`src/cor_consts.svh`:
```
/*
 * Offsets, field positions, reset values and serial-bus constants of the
 * clock output control register bank.
 * Assumes it is included by bare name wherever these values are used.
 */
`ifndef COR_CONSTS_SVH
`define COR_CONSTS_SVH

// ==================================================
// register offsets
`define COR_OFS_OUTPUT_ENABLE_A 7'h00
`define COR_OFS_OUTPUT_ENABLE_B 7'h01
`define COR_OFS_SPREAD_MODE_CONTROL 7'h02
`define COR_OFS_SPREAD_SELECT_A 7'h03
`define COR_OFS_SPREAD_SELECT_B 7'h04
`define COR_OFS_FREQUENCY_SELECT_A 7'h05
`define COR_NUM_REGS 8'h06

// ==================================================
// power-up values
`define COR_RST_OUTPUT_ENABLE_A 8'hFF
`define COR_RST_OUTPUT_ENABLE_B 8'hFF
`define COR_RST_SPREAD_MODE_CONTROL 8'h04
`define COR_RST_SPREAD_SELECT_A 8'h00
`define COR_RST_SPREAD_SELECT_B 8'h00
`define COR_RST_FREQUENCY_SELECT_A 8'h00

// ==================================================
// spread_mode_control fields
`define COR_BIT_MODE_FIELD_HIGH 7
`define COR_BIT_MODE_FIELD_LOW 6
`define COR_BIT_PUMP_SETTING_HIGH 5
`define COR_BIT_DRIVE_STRENGTH 4
`define COR_BIT_FREQ_SOURCE_SELECT 3
`define COR_BIT_MASTER_SPREAD_ENABLE 2
`define COR_BIT_SPREAD_DEPTH_HIGH 1
`define COR_BIT_SPREAD_DEPTH_LOW 0
// spread_select_b
`define COR_BIT_PUMP_SETTING_LOW 0

// mode field codes
`define COR_MODE_TEST_OUTPUT 2'h1
`define COR_MODE_POWERDOWN_RESET 2'h2

// ==================================================
// serial bus
// arbitrary bus address, not tied to any strap
`define COR_DEV_ADDR 7'h2A
`define COR_CMD_BLOCK 8'h00
`define COR_BITS_PER_BYTE 4'h8

`endif

```
`src/cor_pkg.sv`:
```
/*
 * Types shared by the clock output control register bank.
 * Assumes nothing beyond a SystemVerilog compiler.
 */
package cor_pkg;

	// ==================================================
	// serial protocol states, gray along the usual path
	typedef enum logic [3:0] {
		cor_st_idle = 4'h0,
		cor_st_addr = 4'h1,
		cor_st_addr_ack = 4'h3,
		cor_st_cmd = 4'h2,
		cor_st_cmd_ack = 4'h6,
		cor_st_count = 4'h7,
		cor_st_count_ack = 4'h5,
		cor_st_wdata = 4'h4,
		cor_st_wdata_ack = 4'hC,
		cor_st_rdata = 4'hD,
		cor_st_rdata_ack = 4'hF
	} cor_state_type;

endpackage

```
`src/cor_sync.sv`:
```
/*
 * Two-flop synchroniser for a vector of independent levels.
 * Assumes each bit is a slow level or a clock slow against mclk.
 */
`timescale 1ns/1ps

module cor_sync #(
	parameter int WIDTH = 1,
	parameter logic [WIDTH-1:0] RESET_VAL = '0
) (
	input wire logic mclk, // sampling clock
	input wire logic reset, // synchronous, active high
	input wire logic [WIDTH-1:0] async_in, // levels from outside the domain
	output logic [WIDTH-1:0] sync_out // synchronised levels
);

	logic [WIDTH-1:0] meta_reg;

	// first stage feeds only the second
	always_ff @(posedge mclk) begin
		if (reset) begin
			// idle level of each pin, so no false edge follows reset
			meta_reg <= RESET_VAL;
			sync_out <= RESET_VAL;
		end else begin
			meta_reg <= async_in;
			sync_out <= meta_reg;
		end
	end

endmodule

```
`src/cor_hold.sv`:
```
/*
 * Holding stage that lets a control value reach the clock path only at
 * a safe output-cycle boundary.
 * Assumes boundary is a one-cycle pulse in the mclk domain.
 */
`timescale 1ns/1ps

module cor_hold #(
	parameter int WIDTH = 1,
	parameter logic [WIDTH-1:0] RESET_VAL = '0
) (
	input wire logic mclk, // clock
	input wire logic reset, // synchronous, active high
	input wire logic boundary, // pulse at a safe output edge
	input wire logic [WIDTH-1:0] staged, // value from the register bank
	output logic [WIDTH-1:0] applied // value seen by the clock path
);

	// switching only at the boundary keeps outputs free of runts
	always_ff @(posedge mclk) begin
		if (reset) begin
			applied <= RESET_VAL;
		end else if (boundary) begin
			applied <= staged; // RL11
		end
	end

endmodule

```
`src/cor_regs.sv`:
```
/*
 * Clock output control register bank with its two-wire serial slave.
 * Assumes scl, sda_in, the strap and the boundary pin are asynchronous to
 * mclk and much slower; sda is open drain, pulled up outside.
 */
// Operation
// RL1 - first enable byte gates group-zero outputs, bit 7 is output zero, all set
// RL2 - second enable byte gates groups one to three and crystal output, all set
// RL3 - enable one drives the output, zero puts it in high impedance
// RL4 - mode field bits 7:6: 01 test output, 10 power-down reset, else normal
// RL5 - pump setting: high bit in spread control, low bit in spread select b
// RL6 - bit 4 selects output drive strength, low after power-up
// RL7 - bit 3 chooses strap or register frequency source
// RL8 - master should program frequency bits before choosing register source
// RL9 - bit 2 is master spread enable, set after power-up
// RL10 - bits 1:0 select spread depth
// RL11 - spread on or off must not glitch outputs
// RL12 - first spread byte marks group-zero outputs fed from spreading pll
// RL13 - second spread byte marks groups one to three outputs for spread
// RL14 - each spread bit set applies modulation to its output
// RL15 - first frequency byte selects 33 or 66 MHz per group-zero output
// RL16 - command with top bit set is byte access at low seven bit offset
// RL17 - command zero is block access from offset zero with byte count
// RL18 - registers keep power-up value until written, reads return contents
// RL19 - a written byte takes effect only after it is acknowledged
`timescale 1ns/1ps
`include "cor_consts.svh"

module cor_regs #(
	parameter logic [6:0] DEV_ADDR = `COR_DEV_ADDR // arbitrary bus address
) (
	input wire logic mclk, // 250 MHz clock
	input wire logic reset, // synchronous, active high
	input wire logic scl, // serial clock pin
	input wire logic sda_in, // serial data pin level
	output logic sda_out, // serial data drive value, always low
	output logic sda_oe, // high while pulling sda low
	input wire logic group_freq_strap, // group-zero frequency strap
	input wire logic spread_boundary, // safe-edge marker from clock path
	output logic [7:0] grp_zero_oe, // output enables, bit 7 = output zero
	output logic [7:0] grp_mixed_oe, // g1 out0-3, g2 out0-1, g3, crystal
	output logic test_output_mode, // mode field selects test output
	output logic powerdown_reset_mode, // mode field selects power-down
	output logic [1:0] pump_setting, // charge-pump strength code
	output logic drive_strength_high, // high output drive strength
	output logic freq_source_select, // register frequency source
	output logic master_spread_enable, // modulation permitted
	output logic [1:0] spread_depth, // spread depth code
	output logic [7:0] grp_zero_spread, // spread per output, applied
	output logic [6:0] grp_mixed_spread, // g1 out0-3, g2 out0-1, g3
	output logic [7:0] grp_zero_freq // 1 = 66 MHz, bit 7 = output zero
);

	// ==================================================
	// input sampling
	logic scl_s, sda_s, strap_s, bnd_s;
	logic scl_d_reg, sda_d_reg, bnd_d_reg;

	// scl and sda idle high, strap and boundary idle low
	cor_sync #(.WIDTH(4), .RESET_VAL(4'hC)) u_sync (
		.mclk(mclk),
		.reset(reset),
		.async_in({scl, sda_in, group_freq_strap, spread_boundary}),
		.sync_out({scl_s, sda_s, strap_s, bnd_s})
	);

	always_ff @(posedge mclk) begin
		if (reset) begin
			scl_d_reg <= 1'b1;
			sda_d_reg <= 1'b1;
			bnd_d_reg <= 1'b0;
		end else begin
			scl_d_reg <= scl_s;
			sda_d_reg <= sda_s;
			bnd_d_reg <= bnd_s;
		end
	end

	logic scl_rise, scl_fall, start_det, stop_det, boundary;
	assign scl_rise = scl_s & ~scl_d_reg;
	assign scl_fall = ~scl_s & scl_d_reg;
	assign start_det = scl_s & scl_d_reg & sda_d_reg & ~sda_s;
	assign stop_det = scl_s & scl_d_reg & ~sda_d_reg & sda_s;
	assign boundary = bnd_s & ~bnd_d_reg;

	// ==================================================
	// register storage
	logic [7:0] oe_a_reg, oe_b_reg, mode_reg, ss_a_reg, ss_b_reg, fs_a_reg;
	logic wr_stb_reg;
	logic [6:0] wr_addr_reg;
	logic [7:0] wr_data_reg;

	always_ff @(posedge mclk) begin
		if (reset) begin
			oe_a_reg <= `COR_RST_OUTPUT_ENABLE_A; // RL1
			oe_b_reg <= `COR_RST_OUTPUT_ENABLE_B; // RL2
			mode_reg <= `COR_RST_SPREAD_MODE_CONTROL; // RL4 RL6 RL9
			ss_a_reg <= `COR_RST_SPREAD_SELECT_A; // RL12
			ss_b_reg <= `COR_RST_SPREAD_SELECT_B; // RL13
			fs_a_reg <= `COR_RST_FREQUENCY_SELECT_A; // RL15
		end else if (wr_stb_reg) begin
			case (wr_addr_reg) // RL18
				`COR_OFS_OUTPUT_ENABLE_A: oe_a_reg <= wr_data_reg;
				`COR_OFS_OUTPUT_ENABLE_B: oe_b_reg <= wr_data_reg;
				`COR_OFS_SPREAD_MODE_CONTROL: mode_reg <= wr_data_reg;
				`COR_OFS_SPREAD_SELECT_A: ss_a_reg <= wr_data_reg;
				`COR_OFS_SPREAD_SELECT_B: ss_b_reg <= wr_data_reg;
				`COR_OFS_FREQUENCY_SELECT_A: fs_a_reg <= wr_data_reg;
				default: ;
			endcase
		end
	end

	function automatic logic [7:0] read_byte(input logic [6:0] ofs);
		case (ofs) // RL18
			`COR_OFS_OUTPUT_ENABLE_A: read_byte = oe_a_reg;
			`COR_OFS_OUTPUT_ENABLE_B: read_byte = oe_b_reg;
			`COR_OFS_SPREAD_MODE_CONTROL: read_byte = mode_reg;
			`COR_OFS_SPREAD_SELECT_A: read_byte = ss_a_reg;
			`COR_OFS_SPREAD_SELECT_B: read_byte = ss_b_reg;
			`COR_OFS_FREQUENCY_SELECT_A: read_byte = fs_a_reg;
			default: read_byte = 8'h00;
		endcase
	endfunction

	// ==================================================
	// field decode
	always_ff @(posedge mclk) begin
		if (reset) begin
			grp_zero_oe <= `COR_RST_OUTPUT_ENABLE_A;
			grp_mixed_oe <= `COR_RST_OUTPUT_ENABLE_B;
			test_output_mode <= 1'b0;
			powerdown_reset_mode <= 1'b0;
			pump_setting <= 2'h0;
			drive_strength_high <= 1'b0;
			freq_source_select <= 1'b0;
			spread_depth <= 2'h0;
			grp_zero_freq <= 8'h00;
		end else begin
			grp_zero_oe <= oe_a_reg; // RL1 RL3
			grp_mixed_oe <= oe_b_reg; // RL2 RL3
			test_output_mode <= mode_reg[7:6] == `COR_MODE_TEST_OUTPUT; // RL4
			powerdown_reset_mode <= mode_reg[7:6] == `COR_MODE_POWERDOWN_RESET; // RL4
			pump_setting <= {mode_reg[`COR_BIT_PUMP_SETTING_HIGH],
				ss_b_reg[`COR_BIT_PUMP_SETTING_LOW]}; // RL5
			drive_strength_high <= mode_reg[`COR_BIT_DRIVE_STRENGTH]; // RL6
			freq_source_select <= mode_reg[`COR_BIT_FREQ_SOURCE_SELECT]; // RL7
			spread_depth <= mode_reg[`COR_BIT_SPREAD_DEPTH_HIGH:`COR_BIT_SPREAD_DEPTH_LOW]; // RL10
			// strap drives every group-zero output unless software owns frequency
			grp_zero_freq <= mode_reg[`COR_BIT_FREQ_SOURCE_SELECT] ? fs_a_reg : {8{strap_s}}; // RL7 RL15
		end
	end

	// spread select and master enable changes reach the clock path only at a safe edge
	localparam logic [7:0] SS_B_RST = `COR_RST_SPREAD_SELECT_B;
	localparam logic [7:0] MODE_RST = `COR_RST_SPREAD_MODE_CONTROL;
	cor_hold #(
		.WIDTH(16),
		.RESET_VAL({`COR_RST_SPREAD_SELECT_A, SS_B_RST[7:1], MODE_RST[`COR_BIT_MASTER_SPREAD_ENABLE]})
	) u_hold (
		.mclk(mclk),
		.reset(reset),
		.boundary(boundary),
		.staged({ss_a_reg, ss_b_reg[7:1], mode_reg[`COR_BIT_MASTER_SPREAD_ENABLE]}), // RL9 RL12 RL13 RL14
		.applied({grp_zero_spread, grp_mixed_spread, master_spread_enable}) // RL11
	);

	// ==================================================
	// serial slave
	cor_pkg::cor_state_type state_reg;
	logic [3:0] bit_cnt_reg;
	logic [7:0] shift_reg, tx_reg, remain_reg, pend_data_reg;
	logic [6:0] ptr_reg;
	logic block_reg, send_count_reg, pend_wr_reg;
	logic [7:0] cur_byte, next_byte;

	// bytes at and after the pointer, ready for the next read slot
	always_comb begin
		cur_byte = read_byte(ptr_reg);
		next_byte = read_byte(ptr_reg + 7'h01);
	end

	assign sda_out = 1'b0;

	always_ff @(posedge mclk) begin
		if (reset) begin
			state_reg <= cor_pkg::cor_st_idle;
			bit_cnt_reg <= 4'h0;
			shift_reg <= 8'h00;
			tx_reg <= 8'h00;
			remain_reg <= 8'h00;
			pend_data_reg <= 8'h00;
			ptr_reg <= 7'h00;
			block_reg <= 1'b0;
			send_count_reg <= 1'b0;
			pend_wr_reg <= 1'b0;
			sda_oe <= 1'b0;
			wr_stb_reg <= 1'b0;
			wr_addr_reg <= 7'h00;
			wr_data_reg <= 8'h00;
		end else begin
			wr_stb_reg <= 1'b0;
			if (start_det) begin
				state_reg <= cor_pkg::cor_st_addr;
				bit_cnt_reg <= 4'h0;
				sda_oe <= 1'b0;
			end else if (stop_det) begin
				state_reg <= cor_pkg::cor_st_idle;
				sda_oe <= 1'b0;
			end else begin
				case (state_reg)
					cor_pkg::cor_st_addr, cor_pkg::cor_st_cmd, cor_pkg::cor_st_count, cor_pkg::cor_st_wdata: begin
						if (scl_rise) begin
							shift_reg <= {shift_reg[6:0], sda_s};
							bit_cnt_reg <= bit_cnt_reg + 4'h1;
						end else if (scl_fall && bit_cnt_reg == `COR_BITS_PER_BYTE) begin
							bit_cnt_reg <= 4'h0;
							sda_oe <= 1'b1;
							case (state_reg)
								cor_pkg::cor_st_addr: begin
									if (shift_reg[7:1] == DEV_ADDR) begin
										state_reg <= cor_pkg::cor_st_addr_ack;
										// read direction loads the first byte now
										tx_reg <= send_count_reg ? `COR_NUM_REGS : read_byte(ptr_reg);
									end else begin
										state_reg <= cor_pkg::cor_st_idle;
										sda_oe <= 1'b0;
									end
									block_reg <= block_reg;
								end
								cor_pkg::cor_st_cmd: begin
									if (shift_reg[7]) begin
										block_reg <= 1'b0; // RL16
										send_count_reg <= 1'b0;
										ptr_reg <= shift_reg[6:0]; // RL16
										state_reg <= cor_pkg::cor_st_cmd_ack;
									end else if (shift_reg == `COR_CMD_BLOCK) begin
										block_reg <= 1'b1; // RL17
										send_count_reg <= 1'b1; // RL17
										ptr_reg <= 7'h00; // RL17
										state_reg <= cor_pkg::cor_st_cmd_ack;
									end else begin
										state_reg <= cor_pkg::cor_st_idle;
										sda_oe <= 1'b0;
									end
								end
								cor_pkg::cor_st_count: begin
									remain_reg <= shift_reg; // RL17
									send_count_reg <= 1'b0;
									state_reg <= cor_pkg::cor_st_count_ack;
								end
								default: begin
									if (!block_reg || remain_reg != 8'h00) begin
										pend_wr_reg <= 1'b1;
										pend_data_reg <= shift_reg;
										state_reg <= cor_pkg::cor_st_wdata_ack;
									end else begin
										state_reg <= cor_pkg::cor_st_idle;
										sda_oe <= 1'b0;
									end
								end
							endcase
						end
					end
					cor_pkg::cor_st_addr_ack: begin
						if (scl_fall) begin
							if (shift_reg[0]) begin
								state_reg <= cor_pkg::cor_st_rdata;
								sda_oe <= ~tx_reg[7];
								tx_reg <= {tx_reg[6:0], 1'b0};
								bit_cnt_reg <= 4'h1;
							end else begin
								state_reg <= cor_pkg::cor_st_cmd;
								sda_oe <= 1'b0;
							end
						end
					end
					cor_pkg::cor_st_cmd_ack, cor_pkg::cor_st_count_ack: begin
						if (scl_fall) begin
							sda_oe <= 1'b0;
							state_reg <= (state_reg == cor_pkg::cor_st_cmd_ack && block_reg) ?
								cor_pkg::cor_st_count : cor_pkg::cor_st_wdata;
						end
					end
					cor_pkg::cor_st_wdata_ack: begin
						if (scl_fall) begin
							sda_oe <= 1'b0;
							state_reg <= cor_pkg::cor_st_wdata;
							// commit only once the acknowledge slot is over
							if (pend_wr_reg) begin
								wr_stb_reg <= 1'b1; // RL19
								wr_addr_reg <= ptr_reg;
								wr_data_reg <= pend_data_reg;
								ptr_reg <= ptr_reg + 7'h01;
								remain_reg <= block_reg ? remain_reg - 8'h01 : remain_reg;
								pend_wr_reg <= 1'b0;
							end
						end
					end
					cor_pkg::cor_st_rdata: begin
						if (scl_fall) begin
							if (bit_cnt_reg == `COR_BITS_PER_BYTE) begin
								sda_oe <= 1'b0;
								bit_cnt_reg <= 4'h0;
								state_reg <= cor_pkg::cor_st_rdata_ack;
							end else begin
								sda_oe <= ~tx_reg[7];
								tx_reg <= {tx_reg[6:0], 1'b0};
								bit_cnt_reg <= bit_cnt_reg + 4'h1;
							end
						end
					end
					cor_pkg::cor_st_rdata_ack: begin
						if (scl_rise && sda_s) begin
							state_reg <= cor_pkg::cor_st_idle;
						end else if (scl_fall) begin
							// the count byte does not advance the offset
							if (send_count_reg) begin
								send_count_reg <= 1'b0;
								tx_reg <= {cur_byte[6:0], 1'b0};
								sda_oe <= ~cur_byte[7];
							end else begin
								ptr_reg <= ptr_reg + 7'h01;
								tx_reg <= {next_byte[6:0], 1'b0};
								sda_oe <= ~next_byte[7];
							end
							bit_cnt_reg <= 4'h1;
							state_reg <= cor_pkg::cor_st_rdata;
						end
					end
					default: ;
				endcase
			end
		end
	end

endmodule

```
`config.mk`:
```
export PLATFORM = sky130hd
export DESIGN_NAME = cor_regs
export DESIGN_NICKNAME = d
export VERILOG_FILES = /design/src/cor_pkg.sv /design/src/cor_sync.sv /design/src/cor_hold.sv /design/src/cor_regs.sv
export VERILOG_INCLUDE_DIRS = /design/src
export SDC_FILE = /design/constraint.sdc
export NUM_CORES = 1
export LEC_CHECK = 0
export CAP_MARGIN = 20
export CORE_UTILIZATION = 55
export CTS_CLUSTER_DIAMETER = 50
export DETAILED_ROUTE_END_ITERATION = 8
export DONT_BUFFER_PORTS = 1
export MAX_ROUTING_LAYER = met4
export PLACE_DENSITY = 0.8
export RECOVER_POWER = 100
export SLEW_MARGIN = 20
export SYNTH_ARGS = -nofsm -noshare
export SYNTH_HDL_FRONTEND = slang
export SYNTH_HIERARCHICAL = 1
export SYNTH_SLANG_ARGS = --single-unit
export TNS_END_PERCENT = 5
```
`constraint.sdc`:
```
create_clock -name mclk -period 5.2 [get_ports mclk]
set_input_delay 0.52 -clock mclk [delete_from_list [all_inputs] [get_ports mclk]]
set_output_delay 0.52 -clock mclk [all_outputs]
set_load 0.05 [all_outputs]
```
# After elaboration in Yosys (flattened, before gate mapping)
# Cells that the tools add are included.
[word_totals] regBits=174 in_bits=6 output_inout_bits=50 wordCells=259
[op_classes] add_sub_neg=3 n_eq_ne=63 muxes=91 bitwise=22 reduce_logical=44
[op_table] cell="2-to-1 mux 8 bit" n=19
[op_table] cell="case mux 8 bit (6 select lines)" n=2
[op_table] cell="2-to-1 mux 4 bit" n=19
[op_table] cell="2-to-1 mux 7 bit" n=10
[op_table] cell="equality test 7 x 2 -> 1 bit (second input constant)" n=6
[op_table] cell="equality test 7 x 3 -> 1 bit (second input constant)" n=6
[op_table] cell="!= test 2 bit (second input constant)" n=20
[op_table] cell="AND reduction 9 bit" n=4
[op_table] cell="!= test 4 bit (second input constant)" n=8
[op_table] cell="case mux 8 bit (4 select lines)" n=1
[op_table] cell="2-to-1 mux 1 bit" n=26
[op_table] cell="case mux 4 bit (6 select lines)" n=1
[op_table] cell="AND reduction 8 bit" n=3
[op_table] cell="equality test 7 x 1 -> 1 bit (second input constant)" n=3
[op_table] cell="zero test 7 bit" n=3
[op_table] cell="case mux 7 bit (3 select lines)" n=1
[op_table] cell="equality test 4 x 3 -> 1 bit (second input constant)" n=4
[op_table] cell="equality test 4 bit (second input constant)" n=4
[op_table] cell="case mux 4 bit (4 select lines)" n=1
[op_table] cell="case mux 8 bit (2 select lines)" n=1
[op_table] cell="nonzero test 8 bit" n=2
[op_table] cell="inverter 1 bit" n=14
[op_table] cell="AND reduction 7 bit" n=2
[op_table] cell="AND reduction 13 bit" n=1
[op_table] cell="35 further kinds" n=62

# Longest topological paths before layout
# Gate-level depths: netlist (run 1).
[depth] depth_word=9 mapped_depth=10 ltp_nobuf=8

# Cells and area by module
# Netlist (run 1), hierarchy kept.
[modules_own_cells] mod="cor_regs" n_inst=1 cells_per_inst=885 area_each_um2=7443.4 seq_area_each_um2=3002.9
[modules_own_cells] mod="cor_hold" n_inst=1 cells_per_inst=52 area_each_um2=581.8 seq_area_each_um2=320.3
[modules_own_cells] mod="cor_sync" n_inst=1 cells_per_inst=16 area_each_um2=210.2 seq_area_each_um2=160.2

# Worst setup path after synthesis (run 1)
# OpenSTA, ideal clock, no wires.
[synth_timing] path_kind="register to register" from="reg ptr_reg[0]" to="reg tx_reg[7]" setup_time_ns=0.086 t_arrival_ns=2.353 required_ns=5.114 setup_slack_ns=2.761 stages_incl_launch_ff=9 n_path_buf=2 period_less_slack_ns=2.439 path_cell_list="dfxtp_1 -> ha_1 -> buf_2 -> nor4b_1 -> and2_0 -> clkbuf_1 -> a22oi_1 -> a311o_1 -> a211oi_1"
[synth_via] elab_chain_cells=8 elab_cells_between_ends=24 classes_between="add/sub: 1; eq/ne: 10; mux: 11; reduce/logical: 2"
[synth_lines] element="start, declared" line="cor_regs.sv:173" source="logic [6:0] ptr_reg;"
[synth_lines] element="start signal, assigned" line="cor_regs.sv:235" source="ptr_reg <= shift_reg[6:0];"
[synth_lines] element="start signal, assigned" line="cor_regs.sv:294" source="ptr_reg <= ptr_reg + 7'h01;"
[synth_lines] element="start signal, assigned" line="cor_regs.sv:323" source="ptr_reg <= ptr_reg + 7'h01;"
[synth_lines] element="parallel branches: the longest is 7 deep, another holds adder 7 x 1 -> 7 bit"
[synth_lines] element="case mux 8 bit (4 select lines) (*)" line="cor_regs.sv:211" source="case (state_reg)"
[synth_lines] element="end signal, assigned" line="cor_regs.sv:224" source="tx_reg <= send_count_reg ? `COR_NUM_REGS : read_byte(ptr_reg);"
[synth_lines] element="end signal, assigned" line="cor_regs.sv:270" source="tx_reg <= {tx_reg[6:0], 1'b0};"
[synth_lines] element="end signal, assigned" line="cor_regs.sv:308" source="tx_reg <= {tx_reg[6:0], 1'b0};"
[synth_lines] element="end, declared" line="cor_regs.sv:172" source="logic [7:0] shift_reg, tx_reg, remain_reg, pend_data_reg;"
# Mark *: on every way between the ends. The select of a mux whose other input is x is not followed.
# A chain may end at the register's enable or synchronous reset.

# Worst setup path in the final report (run 1)
[layout_timing] from="reg state_reg[2]" to="reg state_reg[1]"
[layout_via] elab_chain_cells=5 elab_cells_between_ends=29 classes_between="eq/ne: 18; mux: 6; reduce/logical: 5"
[layout_lines] element="start, declared" line="cor_regs.sv:170" source="cor_pkg::cor_state_type state_reg;"
[layout_lines] element="start signal, assigned" line="cor_regs.sv:187" source="state_reg <= cor_pkg::cor_st_idle;"
[layout_lines] element="start signal, assigned" line="cor_regs.sv:204" source="state_reg <= cor_pkg::cor_st_addr;"
[layout_lines] element="start signal, assigned" line="cor_regs.sv:208" source="state_reg <= cor_pkg::cor_st_idle;"
[layout_lines] element="equality test 4 x 3 -> 1 bit, or another cell as far along" line="cor_regs.sv:211, cor_regs.sv:219"
[layout_lines] element="case mux 4 bit (3 select lines) or logical AND 1 bit (tied branches)" line="cor_regs.sv:219, cor_regs.sv:281"
[layout_lines] element="2-to-1 mux 4 bit or 2-to-1 mux 2 bit (tied branches)" line="cor_regs.sv:216, cor_regs.sv:281"
[layout_lines] element="2-to-1 mux 4 bit (on tied branches)" line="cor_regs.sv:213, cor_regs.sv:279"
[layout_lines] element="case mux 4 bit (6 select lines)" line="cor_regs.sv:211"
# Several ways; a longest one is shown, not always the timed one. The select of a mux whose other input is x is not followed.

==> run metrics, run 1 <==
WHS Endpoint=u_sync/meta_reg[3]; vias in the first global route=~6000; Reg2Reg Setup Slack=1.63 ns; Worst setup EP type=flip-flop; most frequent cells after synthesis=174 x dfxtp_1, 109 x nor2_1, 104 x nand2_1; Post-Place Setup Slack=about 2.1 ns; Layout Utilization=59.90%; worst r2r dst=state_reg[1]; I/O pin cnt=between 50 and 60; CP required=about 5.6 ns; Biggest register=u_hold/applied; Hold Violations, Final=0; cts hold-fix bufs=0; routability cong.=approximately 0.96; die area=approximately 0.015 mm^2; Fillers=between 1000 and 1500; total power per unit cell area=332.9 mW/mm^2; post-route setup slack=between 1.5 and 2 ns; Synth area leader=dfxtp_1; Post-Syn Area per Cell=8.642 um^2; Max Slew Vio Count=35; Synth warnings=6; DRT antenna net count=0; layout cells sized above 1=roughly 7.6%; min cycle time layout=approximately 3.6 ns; number of detailed-route iterations in the first pass=5; IO Port Bufs=0; Cells after Synth=~950; Die H=124.4 um; launching point of the worst reg2reg path=state_reg[2]; H-Tree Depth=4; CTS Buf Count=17; initial DRC count=slightly below 1000; Fmax achieved=roughly 0.28 GHz; maxcap violations=4; # Post-CTS Setup Buffers=0; TritonCTS clock tree=yes; CTS clk-pin slew, worst paths=about 0.070 ns; vias per cell=6.272; Clk Latency, worst-skew pair=0.44 ns; largest fanout on the critical path=26; max reg flops=16; post-CTS resize count=0; Worst VDD drop=between 0.2 and 0.3 mV; area of the multi-input gates=approximately 0.0043 mm^2; # DRC=0; Max-slew headroom=-29.09%; nets=slightly above 900; Hold Startpoint=scl; Data arrival, critical path=about 3.9 ns; post-synth cell types=81; ant diodes=0; Die Wd=around 120 um; top_reg_cell synth=dfxtp_1; Slew @ Worst Pin=around 1.9 ns; Hold Path Depth=1; setup TNS=0 ns; Via Count=6906; RSZ-0062 raised after global routing=false; Final period util=between 60% and 70%; Crit Path Category=reg -> reg; Clock Tree Root=clkbuf_16; Yosys reg bits=approximately 170; largest net degree at the start of global routing=roughly 150; Setup crit start kind=flip-flop; core footprint=around 0.015 mm^2; CTS max path bufs=2; R2R cell count=6; Area growth, synth to finish=6.108%; number of flops mapped to enable cells by yosys=0; Reg area=between 0.003 and 0.004 mm^2; Initial Util=between 50% and 60%; Wirelength per Cell=~19 um; status=finished, violations left; first-pass GRT wire length=between 30000 and 40000 um; initial antenna violation count=0; sequential area share after synthesis=42.30%; Total GRT Usage=between 20% and 30%; synth top area cells=dfxtp_1 42%, mux2i_1 10%, nor2_1 5.0%; top-count cell post-synth=dfxtp_1; Leak=3.225 nW; WL final=slightly above 20000 um; violated checks=max-capacitance violations, max-slew violations; synthesized cell area=between 0.008 and 0.009 mm^2; hold crit path type=in -> reg; final clock skew=0.008089 ns; FFs w/ async S/R, synth=0%; syn_nets=roughly 970; clk sinks=about 170; setup violators final=0; Synth top area share=42.30%; GRT overflow=0; HPWL Detailed=between 10000 and 15000 um; floorplan row count=44
-- layout make-up --
cell class	instances	area share [%]
Sequential cell	174	39.86
Multi-Input combinational cell	687	49.60
Tap cell	184	2.635
Clock inverter	15	1.919
Inverter	20	0.8591
Timing Repair Buffer	4	0.2577
Clock buffer	17	4.868
-- metrics by stage --
stage / power (W) / instances / hold WS [ns] / cell area [um^2]
global placement: 0.001663 / 1069 / 0.3858 / 8180
detailed placement: 0.001666 / 1069 / 0.3919 / 8180
CTS: 0.002917 / 1101 / 0.1398 / 8773
finish: 0.002909 / 1101 / 0.1657 / 8738
floorplan: 0.001642 / 953 / 0.3832 / 8235
global route: 0.003004 / 1101 / 0.1527 / 8738
-- worst max-delay path, cell delays in order (launching register included) --
cell and delay [ns]:
dfxtp_1 0.86, nand2_1 0.30, o21ai_0 0.20, a222oi_1 0.18
a2111oi_0 1.53, mux2i_1 0.20, nor3_1 0.22
-- worst max-delay path by stage --
| stage | startpoint | end | slack (ns) |
|---|---|---|---|
| 4_1_cts | state_reg[3] | remain_reg[0] | 2.14 |
| 2_1_floorplan | ptr_reg[0] | tx_reg[7] | 2.76 |
| 3_3_place_gp | state_reg[3] | tx_reg[1] | 2.19 |
| 5_1_grt | state_reg[2] | state_reg[1] | 1.29 |
| 3_5_place_dp | state_reg[3] | remain_reg[0] | 2.12 |
| 6_report | state_reg[2] | state_reg[1] | 1.63 |
-- cells by family after synthesis --
kind of cell	count (synthesis)	synth area share [%]
XOR/XNOR	3	0.5014
AND/OR/NAND/NOR	372	22.04
other	1	0.04554
flip-flops	174	42.30
AO/OA/AOI/OAI	214	18.26
adder cells (fa/ha/maj)	8	1.215
multiplexers	89	10.86
buffers and inverters	92	4.771
-- per-layer routing --
metal,up-vias,GRT usage (%),wire length [um]
li1,3310,-,-
met1,3258,38.47,9294
met2,299,39.71,9321
met3,39,5.842,1598
met4,0,8.930,363
met5,-,-,0
-- power breakdown --
part | internal, W | total, W | switching [W]
combinational | 0.0000922 | 0.000237 | 0.000145
sequential | 0.00136 | 0.00140 | 0.0000420
clock | 0.000648 | 0.00127 | 0.000625
-- layout by cell type, fill, tap and decap left out, types with 6 or more instances in the layout --
cell type	instances
a31oi_1	11
a221oi_1	13
o211ai_1	6
nor2_1	110
or2_2	22
nand3b_1	6
a211oi_1	9
nand2b_1	12
inv_1	20
clkbuf_16	17
nor3_1	23
o21ai_0	27
a22oi_1	21
a22o_1	12
nor3b_1	7
a21oi_1	55
nand3_1	21
dfxtp_1	174
nor2b_1	24
ha_1	8
nand2_1	104
mux2i_1	86
o31ai_1	7
Power figures use the tool's default switching activity.
==> run 2: changes to the inputs <==
- clock period: 5.2 -> 3.5 ns (I/O delays scaled with it)
==> run metrics, run 2 (same netlist as run 1, synthesis figures left out) <==
Setup crit start kind=flip-flop; violated checks=max-capacitance violations, max-slew violations; Hold Startpoint=reset; initial antenna violation count=0 (unchanged); setup TNS=0 ns (unchanged); I/O pin cnt=56 (unchanged); Critical path origin=state_reg[1]; Reg2Reg Setup Slack=0.36 ns (-1.27 ns); Fmax achieved=0.3182 GHz (+14%); # Post-CTS Setup Buffers=0 (unchanged); total power per unit cell area=495.6 mW/mm^2 (+49%); clk sinks=174 (unchanged); Biggest register=u_hold/applied; Final period util=89.80% (+21 points); Crit Path Category=reg -> reg; GRT overflow=0 (unchanged); DRT antenna net count=0 (unchanged); met3 Usage GRT=6.615% (+0.77 points); CTS clk-pin slew, worst paths=0.07 ns (about the same); Data arrival, critical path=3.36 ns (-0.57 ns); Wirelength per Cell=18.85 um (+0.88%); Area growth, synth to finish=7.596%; met1 usage=37.91% (-0.55 points); launching point of the worst reg2reg path=state_reg[1]; GR Util met2=40.40% (+0.68 points); vias per cell=6.317 (+0.70%); layout cells sized above 1=8.163% (+0.53 points); Clk Latency, worst-skew pair=0.44 ns (about the same); initial DRC count=645 (-33%); min cycle time layout=3.143 ns (-0.4308 ns); Via Count=7043 (+2.0%); Worst setup EP type=flip-flop; routability cong.=0.9895 (+2.8%); vias in the first global route=6418 (+4.0%); cts hold-fix bufs=4 (+4); core footprint=0.01459 mm^2 (unchanged); Hold Violations, Final=0 (unchanged); floorplan row count=44 (unchanged); status=finished, violations left; most frequent cells in the layout=174 x dfxtp_1, 110 x nor2_1, 104 x nand2_1, 86 x mux2i_1, 55 x a21oi_1; Slew @ Worst Pin=2.384 ns (+0.4962 ns); Max Slew Vio Count=75 (+110%); most common cell after layout, fill and taps aside=dfxtp_1; Leak=3.287 nW (+1.9%); final clock skew=0.01398 ns (+0.005896 ns); HPWL Detailed=13800 um (+1.7%); CTS Buf Count=17 (unchanged); die area=0.01547 mm^2 (unchanged); Post-Place Setup Slack=0.6059 ns (-1.518 ns); TritonCTS clock tree=yes; post-route setup slack=0.3569 ns (-1.269 ns); CTS max path bufs=2 (unchanged); IO Port Bufs=0 (unchanged); Total GRT Usage=28.18% (+0.58 points); setup violators final=0 (unchanged); largest fanout on the critical path=13 (-50%); maxcap violations=3 (-1); nets=932 (+1.5%); RSZ-0062 raised after global routing=false; number of detailed-route iterations in the first pass=5 (unchanged); ant diodes=0 (unchanged); Fillers=1241 (+0.32%); Clock Tree Root=clkbuf_16; H-Tree Depth=4 (unchanged); CP required=3.72 ns (-1.84 ns); WL final=21020 um (+2.2%); first-pass GRT wire length=33930 um (+2.6%); grt peak-use layer=met2; hold crit path type=in -> reg; Worst VDD drop=0.3833 mV (+42%); Die H=124.4 um (unchanged); Hold Slack=0.01176 ns (-0.1539 ns); Initial Util=56.45% (unchanged); largest net degree at the start of global routing=102 (-32%); # DRC=0 (unchanged); Die Wd=124.4 um (unchanged); max reg flops=16 (unchanged); post-CTS resize count=0 (unchanged); Layout Utilization=60.74% (+0.84 points); Max-slew headroom=-58.91% (-30 points)
==> run 2: final cells by class <==
cell class                 instances  area [um^2]  area share, %
multi-input combinational        687         4340          48.98
sequential                       174         3483          39.31
clock buffer                      17        425.4          4.801
tap                              184        230.2          2.598
clock inverter                    15        192.7          2.175
timing repair buffer              18        113.9          1.285
inverter                          20        75.07         0.8472
==> run 2: critical path, cell delays in order, from the launching register on <==
cell and delay [ns]:
dfxtp_1 0.59, clkbuf_1 0.41, nand2_1 0.23, o21ai_0 0.13, a222oi_1 0.16, a2111oi_1 1.06, mux2i_1 0.28, nor3_1 0.06
==> run 2: path summary, 6_finish.rpt <==
| kind | endpoint | cells after the start |
|---|---|---|
| max | state_reg[1] | 7 |
| min | ptr_reg[1] | 1 |
| max reg2reg | state_reg[1] | 7 |
| min reg2reg | u_sync/sync_out[2] | 1 |
==> run 2: power by group <==
part / internal (W) / switching (W)
Sequential: 0.00202 / 0.0000471
Combinational: 0.000144 / 0.000247
Clock: 0.00103 / 0.000904
==> run 2: stage by stage <==
step,cell area [um^2],power (W),instances
floorplan,8235,0.002439,953
global placement,8248,0.002479,1078
detailed placement,8248,0.002484,1078
CTS,8916,0.004410,1114
global route,8861,0.004541,1115
finish,8861,0.004391,1115
==> run 2: metal layers <==
metal,vias to the layer above,wire (um)
met5,-,0
met4,0,629
met1,3323,9294
met2,335,9208
li1,3329,-
met3,56,1892
